## src/common/multimode_timer_map.vh

```
// constants for the signal-start multimode timer
`ifndef MULTIMODE_TIMER_MAP_VH
`define MULTIMODE_TIMER_MAP_VH

`define MODE_ON_DELAY     3'h0
`define MODE_CYCLE_ON     3'h1
`define MODE_CYCLE_OFF    3'h2
`define MODE_SIG_OFF_DLY  3'h3
`define MODE_SIG_ONOFF    3'h4
`define MODE_ONE_SHOT     3'h5

`define TICK_NS           100000
`define CLK_NS            20
`define TICK_CYCLES       (`TICK_NS / `CLK_NS)
// last prescaler count, TICK_CYCLES - 1 held at the prescaler width
`define TICK_LAST         13'h1387
`define TICK_W            13
`define PRESET_W          24

`define ST_IDLE           4'h1
`define ST_TIMING         4'h2
`define ST_RELEASED       4'h4
`define ST_DONE           4'h8

`endif

```

## src/hw/multimode_timer.v

```verilog
// signal-start multimode delay timer with changeover output
`timescale 1ns/100ps
`default_nettype none
`include "multimode_timer_map.vh"
module multimode_timer (
    input  wire                   clock,
    input  wire                   rst_n,
    input  wire                   startIn,
    input  wire [2:0]             modeSel,
    input  wire [`PRESET_W-1:0]   presetTicks,
    output reg                    contactNo,
    output reg                    contactNc,
    output reg                    power_lamp,
    output reg                    outLamp
);
    // rst_n stands for power: low means power removed
    localparam [3:0] IDLE     = `ST_IDLE;
    localparam [3:0] TIMING   = `ST_TIMING;
    localparam [3:0] RELEASED = `ST_RELEASED;
    localparam [3:0] DONE     = `ST_DONE;

    reg                     rstMeta_reg;
    reg                     rstSync_reg;
    reg  [`TICK_W-1:0]      preCnt_reg;
    reg  [`TICK_W-1:0]      preCnt_next;
    reg                     tick_reg;
    reg                     tick_next;
    reg  [`PRESET_W-1:0]    elapsed_reg;
    reg  [`PRESET_W-1:0]    elapsed_next;
    reg  [3:0]              state_reg;
    reg  [3:0]              state_next;
    reg                     out_reg;
    reg                     out_next;
    reg  [2:0]              mode_reg;
    reg  [2:0]              mode_next;
    reg                     startPrev_reg;
    reg                     primed_reg;
    wire [2:0]              mode;
    wire                    startRise;
    wire                    startFall;
    wire                    expired;

    // power-up leaves through two flops so every state flop quits reset on one edge
    always @(posedge clock or negedge rst_n) begin
        if (!rst_n) begin
            rstMeta_reg <= 1'b0;
            rstSync_reg <= 1'b0;
        end else begin
            rstMeta_reg <= 1'b1;
            rstSync_reg <= rstMeta_reg;
        end
    end

    // the mode is taken once at power-up; turning the selector under power
    // would otherwise change the meaning of a phase already running
    always @* begin
        mode_next = mode_reg;
        if (!primed_reg) begin
            mode_next = modeSel;
        end
    end

    // the first powered cycle still looks at the selector directly
    assign mode = primed_reg ? mode_reg : modeSel;

    // one tick per tick period; the prescaler restarts on every state change so
    // the first tick of a phase comes a full period after the edge that opened it
    always @* begin
        preCnt_next = preCnt_reg + 1'b1;
        tick_next   = 1'b0;
        if (state_next != state_reg) begin
            preCnt_next = {`TICK_W{1'b0}};
        end else if (preCnt_reg == `TICK_LAST) begin
            preCnt_next = {`TICK_W{1'b0}};
            tick_next   = 1'b1;
        end
    end

    always @(posedge clock or negedge rstSync_reg) begin
        if (!rstSync_reg) begin
            preCnt_reg <= {`TICK_W{1'b0}};
            tick_reg   <= 1'b0;
        end else begin
            preCnt_reg <= preCnt_next;
            tick_reg   <= tick_next;
        end
    end

    assign startRise = startIn & ~startPrev_reg & primed_reg;
    assign startFall = ~startIn & startPrev_reg & primed_reg;
    // a preset of zero expires on the first tick rather than never
    assign expired   = tick_reg && (elapsed_reg + 1'b1 >= presetTicks);

    // idle waits for a start, timing runs a phase, released runs the off-delay,
    // done holds the output until the start input falls
    always @* begin
        state_next   = state_reg;
        out_next     = out_reg;
        elapsed_next = elapsed_reg;
        if (tick_reg) begin
            elapsed_next = elapsed_reg + 1'b1;
        end
        case (state_reg)
            IDLE: begin
                elapsed_next = {`PRESET_W{1'b0}};
                if (!primed_reg && startIn && mode == `MODE_SIG_OFF_DLY) begin
                    // a start already held when power arrives counts only in this mode
                    out_next   = 1'b1;
                    state_next = DONE;
                end else if (startRise) begin
                    state_next = TIMING;
                    case (mode)
                        `MODE_ON_DELAY:    out_next = 1'b0;
                        `MODE_CYCLE_ON:    out_next = 1'b1;
                        `MODE_CYCLE_OFF:   out_next = 1'b0;
                        `MODE_SIG_OFF_DLY: begin
                            out_next   = 1'b1;
                            state_next = DONE;
                        end
                        `MODE_SIG_ONOFF:   out_next = 1'b1;
                        `MODE_ONE_SHOT:    out_next = 1'b1;
                        default:           state_next = IDLE;
                    endcase
                end
            end
            TIMING: begin
                if (startFall && mode == `MODE_SIG_ONOFF) begin
                    out_next     = 1'b1;
                    elapsed_next = {`PRESET_W{1'b0}};
                    state_next   = RELEASED;
                end else if (startFall && mode != `MODE_ONE_SHOT) begin
                    out_next   = 1'b0;
                    state_next = IDLE;
                end else if (expired) begin
                    elapsed_next = {`PRESET_W{1'b0}};
                    case (mode)
                        `MODE_ON_DELAY: begin
                            out_next   = 1'b1;
                            state_next = DONE;
                        end
                        `MODE_CYCLE_ON, `MODE_CYCLE_OFF: out_next = ~out_reg;
                        `MODE_SIG_ONOFF: begin
                            out_next   = 1'b0;
                            state_next = DONE;
                        end
                        default: begin
                            out_next   = 1'b0;
                            // a shot whose start is already gone must not wait for a fall
                            state_next = startIn ? DONE : IDLE;
                        end
                    endcase
                end
            end
            RELEASED: begin
                if (startRise) begin
                    // a new start cancels the off-delay; the off-delay mode just holds on
                    out_next     = 1'b1;
                    elapsed_next = {`PRESET_W{1'b0}};
                    state_next   = (mode == `MODE_SIG_OFF_DLY) ? DONE : TIMING;
                end else if (expired) begin
                    out_next   = 1'b0;
                    state_next = IDLE;
                end
            end
            DONE: begin
                elapsed_next = {`PRESET_W{1'b0}};
                if (startFall) begin
                    case (mode)
                        `MODE_SIG_OFF_DLY: state_next = RELEASED;
                        `MODE_SIG_ONOFF: begin
                            out_next   = 1'b1;
                            state_next = RELEASED;
                        end
                        `MODE_ONE_SHOT: state_next = IDLE;
                        default: begin
                            out_next   = 1'b0;
                            state_next = IDLE;
                        end
                    endcase
                end
            end
            default: begin
                state_next = IDLE;
                out_next   = 1'b0;
            end
        endcase
    end

    always @(posedge clock or negedge rstSync_reg) begin
        if (!rstSync_reg) begin
            state_reg     <= IDLE;
            out_reg       <= 1'b0;
            elapsed_reg   <= {`PRESET_W{1'b0}};
            mode_reg      <= `MODE_ON_DELAY;
            startPrev_reg <= 1'b0;
            primed_reg    <= 1'b0;
        end else begin
            state_reg     <= state_next;
            out_reg       <= out_next;
            elapsed_reg   <= elapsed_next;
            mode_reg      <= mode_next;
            startPrev_reg <= startIn;
            primed_reg    <= 1'b1;
        end
    end

    // contacts and the output lamp are flops loaded with the next output value,
    // so they move on the same edge as the state they show
    always @(posedge clock or negedge rstSync_reg) begin
        if (!rstSync_reg) begin
            contactNo  <= 1'b0;
            contactNc  <= 1'b1;
            power_lamp <= 1'b0;
            outLamp    <= 1'b0;
        end else begin
            contactNo  <= out_next;
            contactNc  <= ~out_next;
            power_lamp <= 1'b1;
            outLamp    <= out_next;
        end
    end
endmodule // multimode_timer
`default_nettype wire

```

## config.mk

```make
export PLATFORM = sky130hd
export DESIGN_NAME = multimode_timer
export DESIGN_NICKNAME = d
export VERILOG_FILES = /design/src/hw/multimode_timer.v
export VERILOG_INCLUDE_DIRS = /design/src /design/src/common
export SDC_FILE = /design/constraint.sdc
export NUM_CORES = 1
export LEC_CHECK = 0
export BUFFER_PORTS_ARGS = -buffer_cell sky130_fd_sc_hd__clkbuf_2
export CORE_AREA = 2 2 95 142
export CTS_CLUSTER_DIAMETER = 200
export CTS_CLUSTER_SIZE = 10
export DETAILED_ROUTE_END_ITERATION = 12
export DIE_AREA = 0 0 97 144
export SKIP_LAST_GASP = 1
export SYNTH_ARGS = -nofsm -noshare
export SYNTH_HDL_FRONTEND = slang
export SYNTH_SLANG_ARGS = --single-unit
```

## constraint.sdc

```tcl
create_clock -name clock -period 4.05 [get_ports clock]
set_input_delay 0.405 -clock clock [delete_from_list [all_inputs] [get_ports clock]]
set_output_delay 0.405 -clock clock [all_outputs]
set_load 0.1 [all_outputs]
```

==> metrics.md, run 1 <==
| Metric | Value |
|---|---|
| Hold Crit Endpoint | startPrev_reg |
| FMAX | 270.6 MHz |
| Cell taking the most area after synthesis | dfrtp_1 |
| Initial antenna violation count | 0 |
| CTS root buffer | clkbuf_16 |
| DRT Wirelength | 8180 µm |
| I/O Buffers | 33 |
| R2R setup slack | 0.36 ns |
| Hold Crit Class | in -> reg |
| Detail Placement HPWL | 6145 µm |
| Area Overhead vs Synth | 15.60% |
| # IOs | 34 |
| Max rail drop VDD | 0.1506 mV |
| Starting DRT DRC Count | 158 |
| Final std cells w/o fill | 627 |
| R2r startpoint | elapsed_reg[1] |
| Final period util | 91.23% |
| Slew HR | 29.68% |
| Chip width | 97 µm |
| Clock sinks | 51 |
| Largest net degree at the start of global routing | 50 |
| Setup TNS | 0 ns |
| Wire per inst | 13.05 µm |
| Syn_area_per_cell | 8.651 µm² |
| Clock Skew | 0.006490 ns |
| Via density per instance | 4.973 |
| Max-Cap Viols | 0 |
| Max reg flops | 24 |
| Crit. End Element | flip-flop |
| CP max stage cell | dfrtp_1 |
| Num CTS Buffers | 5 |
| CP Max Fanout | 24 |
| Hold WS | 0.3074 ns |
| Asr flop ratio synth | 100.0% |
| Critical path launch point type | flip-flop |
| CTS tree | done |
| WP data required | 4.19 ns |
| Synth Instances | 432 |
| Placer Congestion | 0.8871 |
| Primary FF master, synth | dfrtp_1 |
| Hold path start | startIn |
| Die Area | 13970 µm² |
| ANT nets after route | 0 |
| Crit Path Class | reg -> reg |
| First-pass iteration count of the detailed router | 6 |
| Cell variety after synth | 60 |
| H-Tree Depth | 2 |
| Worst hold stages | 1 |
| Worst reg-to-reg path cell count | 16 |
| ANT cells | 0 |
| Power density over the cells | 311.5 nW/µm² |
| Yosys warnings | 0 |
| Status | completed |
| Overall Global Routing Usage | 12.01% |
| Initial Utilization | 29.14% |
| Tmin final | 3.695 ns |
| Worst-Margin Slew | 1.055 ns |
| DRC viols | 0 |
| Std-Cell Rows | 51 |
| Later-pin clock latency in the skew report | 0.29 ns |
| Leakage | 1.972 nW |
| Total gr overflow | 0 |
| Fin. Hold Viols | 0 |
| RSZ-0062 raised after global routing | yes |
| Clock transition at the registers of the reported paths | 0.07 ns |
| Crit path from | elapsed_reg[1] |
| Via count of the first global-routing pass | 3161 |
| Max stage delay on crit path | 0.39 ns |
| Register area share after synthesis | 34.21% |
| Max-slew violation count | 0 |
| Synth area leaders | dfrtp_1 33%, ha_1 8.7%, xor2_1 7.3% |
| CP Cell Sequence | ha_1 > nand3_1 > nor3_2 > and3_1 > and2_2 > nand2_1 > xnor2_1 > ha_1 > nand4_1 > nor4_2 > nand3_1 > o211ai_1 > o21ai_2 > a21oi_2 > buf_8 > nor3_1 |
| Fraction of layout cells with a size suffix above 1 | 16.45% |
| Most frequent cell after synthesis | dfrtp_1 |
| Number of synthesized flops with an enable pin | 0 |
| Setup violators final | 0 |
| Longest Clk Path Bufs | 2 |
| Total core area | 12830 µm² |
| Reg2reg end | elapsed_reg[0] |
| DR vias | 3118 |
| Worst Path Arrival | 3.84 ns |
| Mapped Area | 3737 µm² |
| Leading cell types by count after synthesis | 49 x dfrtp_1, 44 x nand2_1, 34 x nor3_1, 32 x nor2_1, 31 x xor2_1 |
| Global-route wire length before repair | 14070 µm |
| Nets | 523 |
| Register bit total from synthesis | 51 |
| Die boundary height | 144 µm |
| Placed cells | 616 |
| Post-synth top area share | 32.81% |
==> report_power, final <==
part | internal (mW) | switching [mW] | total [mW]
clock network | 0.294 | 0.193 | 0.487
logic | 0.0901 | 0.181 | 0.271
registers | 0.542 | 0.0459 | 0.588
==> cells by family after synthesis <==
kind of cell,Yosys count,share of synthesized area (%)
XOR/XNOR,57,13.36
AO/OA/AOI/OAI,66,11.95
flip-flops,51,34.22
AND/OR/NAND/NOR,179,24.07
multiplexers,4,2.076
buffers and inverters,48,5.524
other,1,0.1003
adder cells (fa/ha/maj),26,8.704
==> layer usage <==
metal	GRT usage, %	part of all wire, %	vias to the layer above
li1	-	-	1579
met1	13.06	40	1469
met2	22.84	54	56
met3	2.223	3.3	14
met4	4.893	2.1	0
met5	0	0	-
==> how the worst max path moves through the flow <==
| stage | to | slack, ns | cells past startpoint |
|---|---|---|---|
| floorplan | preCnt_reg[8] | 0.003 | 17 |
| global placement | preCnt_reg[8] | -0.02 | 15 |
| detailed placement | preCnt_reg[3] | -0.15 | 15 |
| CTS | elapsed_reg[20] | 0.07 | 16 |
| global route | preCnt_reg[9] | -0.02 | 15 |
| finish | elapsed_reg[0] | 0.36 | 16 |
==> worst max-delay path: cells and delay by family, from the launching register on <==
family / cells / cell delay (ns)
xor+xnor: 1 / 0.15
buf+inv: 1 / 0.21
compound gates: 3 / 0.70
flops: 1 / 0.39
fa+ha+maj: 2 / 0.46
simple gates: 9 / 1.62
==> cell type report <==
type | count | area [µm²]
fillers | 1291 | 8506
inverters | 33 | 126.4
flip-flops and latches | 51 | 1280
repair buffers | 42 | 255.2
multi-input cells | 334 | 2288
clock inverters | 3 | 46.29
clock buffers | 5 | 125.1
well taps | 159 | 198.9
==> cells in the final DEF (no fill, tap or decap), types with 2 or more instances in the layout <==
master,n
o21a_1,3
nand4_1,10
nand3_1,23
nor4_1,6
ha_1,26
o211ai_1,3
o21ai_0,12
nor2b_1,2
a21oi_1,17
nand2b_1,2
nand2_1,44
nor2_1,32
clkbuf_16,5
a21boi_0,2
or2_2,2
and3_1,6
clkbuf_2,33
a21o_1,5
xor2_1,31
dfstp_2,2
a211oi_1,2
dfrtp_1,48
nor3_2,2
mux2i_4,3
inv_2,2
buf_4,6
nor3_1,32
o31ai_1,2
o221a_2,3
nor4b_2,2
xnor2_1,26
inv_1,30
and2_1,4
conb_1,2
o32ai_1,2
or3_1,2
==> through the flow <==
stage	util [%]	total power, mW	worst slack (ns)	instance area (µm²)
after floorplan	-	0.8012	0.002994	3742
after global placement	31.74	0.8557	-0.02253	4071
after detailed placement	31.74	0.8623	-0.1478	4071
after CTS	33.31	1.361	0.07379	4273
after global routing	33.68	1.414	-0.02435	4320
final	33.68	1.346	0.3552	4320
==> what timing repair did <==
item | in CTS | in global routing
hold endpoints to repair | 2 | 0
resized for setup | 4 | 5
hold buffers | 1 | 0
setup endpoints to repair | 37 | 41
pin swaps | 0 | 4
buffers inserted | 0 | 2
Power figures use the tool's default switching activity.
==> run 2, diff against run 1 <==
CTS_CLUSTER_DIAMETER = 80   (was 200)
RECOVER_POWER = 25   (was not set)
==> metrics.md, run 2 (synthesis results as in run 1) <==
| Metric | Value |
|---|---|
| Status | completed |
| Dpl ws | -0.1478 ns (unchanged) |
| CP max stage cell | dfrtp_1 |
| Commonest non-fill, non-tap cells in the layout | 48 x dfrtp_1, 44 x nand2_1, 32 x nor2_1, 32 x nor3_1 |
| Max-Cap Viols | 0 (unchanged) |
| Via count of the first global-routing pass | 3161 (unchanged) |
| Placer Congestion | 0.8871 (unchanged) |
| RSZ-0062 raised after global routing | yes |
| Max rail drop VDD | 0.1507 mV (+0.12%) |
| Hold Crit Endpoint | startPrev_reg |
| Tmin final | 3.694 ns (-0.0004390 ns) |
| Detail Placement HPWL | 6145 µm (unchanged) |
| Slew HR | 29.68% (about the same) |
| DRC viols | 0 (unchanged) |
| # IOs | 34 (unchanged) |
| Total gr overflow | 0 (unchanged) |
| CTS tree | done |
| DRT Wirelength | 8183 µm (about the same) |
| ANT nets after route | 0 (unchanged) |
| Combinational Power Share | 20.1% (about the same) |
| Max stage delay on crit path | 0.39 ns (about the same) |
| Crit Path Class | reg -> reg |
| Worst Path Arrival | 3.84 ns (about the same) |
| CP delay by family, top | simple AND/OR/NAND/NOR gates |
| Starting DRT DRC Count | 158 (unchanged) |
| Clock sinks | 51 (unchanged) |
| Sequential power share | 43.7% (about the same) |
| Total core area | 12830 µm² (unchanged) |
| Fraction of layout cells with a size suffix above 1 | 16.03% (-0.43 points) |
| Initial Utilization | 29.14% (unchanged) |
| WP buf/inv | 1 (unchanged) |
| Reg2reg end | elapsed_reg[0] |
| NetSw | 0.4198 mW (about the same) |
| Most common cell after layout, fill and taps aside | dfrtp_1 |
| I/O Buffers | 33 (unchanged) |
| H-Tree Depth | 2 (unchanged) |
| DR vias | 3112 (-0.19%) |
| Crit path from | elapsed_reg[1] |
| Fin. Hold Viols | 0 (unchanged) |
| Placed Area | 4071 µm² (unchanged) |
| Fillers | 1291 (unchanged) |
| Overall Global Routing Usage | 12.01% (unchanged) |
| Nets | 523 (unchanged) |
| Max-slew violation count | 0 (unchanged) |
| Area Overhead vs Synth | 15.53% (about the same) |
| CTS root buffer | clkbuf_16 |
| Clock transition at the registers of the reported paths | 0.07 ns (about the same) |
| Setup violators final | 0 (unchanged) |
| Wire per inst | 13.05 µm (about the same) |
| FMAX | 270.7 MHz (about the same) |
| Via density per instance | 4.963 (-0.19%) |
| Design area | 4318 µm² (about the same) |
| Hold Crit Class | in -> reg |
| Later-pin clock latency in the skew report | 0.29 ns (about the same) |
| CP Cell Sequence | ha_1 > nand3_1 > nor3_2 > and3_1 > and2_2 > nand2_1 > xnor2_1 > ha_1 > nand4_1 > nor4_2 > nand3_1 > o211ai_1 > o21ai_2 > a21oi_2 > buf_8 > nor3_1 |
| Largest net degree at the start of global routing | 50 (unchanged) |
| Setup ws final | 0.3556 ns (+0.0004390 ns) |
| Worst hold stages | 1 (unchanged) |
| ANT cells | 0 (unchanged) |
| CP Max Fanout | 24 (unchanged) |
| Crit. End Element | flip-flop |
| Num CTS Buffers | 5 (unchanged) |
| Global-route wire length before repair | 14070 µm (unchanged) |
| Sw Ratio | 31.20% (about the same) |
| Hold path start | startIn |
| Std-Cell Rows | 51 (unchanged) |
| Clk pwr share | 36.2% (about the same) |
| Critical path launch point type | flip-flop |
| WP data required | 4.19 ns (about the same) |
| Power after layout | 1.346 mW (about the same) |
| Initial antenna violation count | 0 (unchanged) |
| Clock Skew | 0.006491 ns (+0.0000003100 ns) |
| Worst-Margin Slew | 1.055 ns (-0.00006151 ns) |
| R2R setup slack | 0.36 ns (about the same) |
| Die Area | 13970 µm² (unchanged) |
| R2r startpoint | elapsed_reg[1] |
| Worst reg-to-reg path cell count | 16 (unchanged) |
| Final Core Density | 33.67% (about the same) |
| Final period util | 91.22% (about the same) |
| Power density over the cells | 311.6 nW/µm² (about the same) |
| First-pass iteration count of the detailed router | 6 (unchanged) |
| Internal | 0.9257 mW (about the same) |
| Die boundary height | 144 µm (unchanged) |
| Longest Clk Path Bufs | 2 (unchanged) |
| Chip width | 97 µm (unchanged) |
| Max reg flops | 24 (unchanged) |
| Leakage | 1.966 nW (-0.30%) |
run 2: how the worst max path moves through the flow:
stage	end	depth (start not counted)
floorplan	preCnt_reg[8]	17
finish	elapsed_reg[0]	16
global placement	preCnt_reg[8]	15
CTS	elapsed_reg[20]	16
detailed placement	preCnt_reg[3]	15
global route	preCnt_reg[9]	15
run 2: power by group through the flow:
stage | sequential [mW] | clock [mW] | combinational, mW
after floorplan | 0.632 | 0 | 0.169
after global placement | 0.599 | 0 | 0.256
after detailed placement | 0.599 | 0 | 0.263
after CTS | 0.590 | 0.505 | 0.266
after global routing | 0.596 | 0.522 | 0.295
final | 0.588 | 0.487 | 0.271
run 2: area by class of cell:
type | count | area, µm² | share of cell area [%]
multi-input cells | 334 | 2288 | 53.00
flip-flops and latches | 51 | 1280 | 29.64
repair buffers | 42 | 252.7 | 5.853
well taps | 159 | 198.9 | 4.607
inverters | 33 | 126.4 | 2.927
clock buffers | 5 | 125.1 | 2.898
clock inverters | 3 | 46.29 | 1.072
run 2: metal layers:
metal	up-vias	share of wire [%]	track usage, %
met1	1470	40	13.06
met3	14	3.2	2.223
met5	-	0	0
met2	50	54	22.84
li1	1578	-	-
met4	0	2.1	4.893
run 2: metrics by stage:
stage                     hold slack (ns)  cells  TNS (ns)
after detailed placement           0.1932    616    -2.491
after global routing               0.3435    627  -0.02435
final                              0.3327    627         0
after floorplan                    0.1094    433         0
after CTS                          0.3029    625         0
after global placement             0.1915    616   -0.1275
run 2: what timing repair did:
item | 4_1_cts | 5_1_grt
gates resized for setup | 4 | 5
pin swaps | 0 | 4
hold buffers | 1 | 0
setup endpoints to repair | 37 | 41
setup buffers | 0 | 2
hold endpoints to repair | 2 | 0
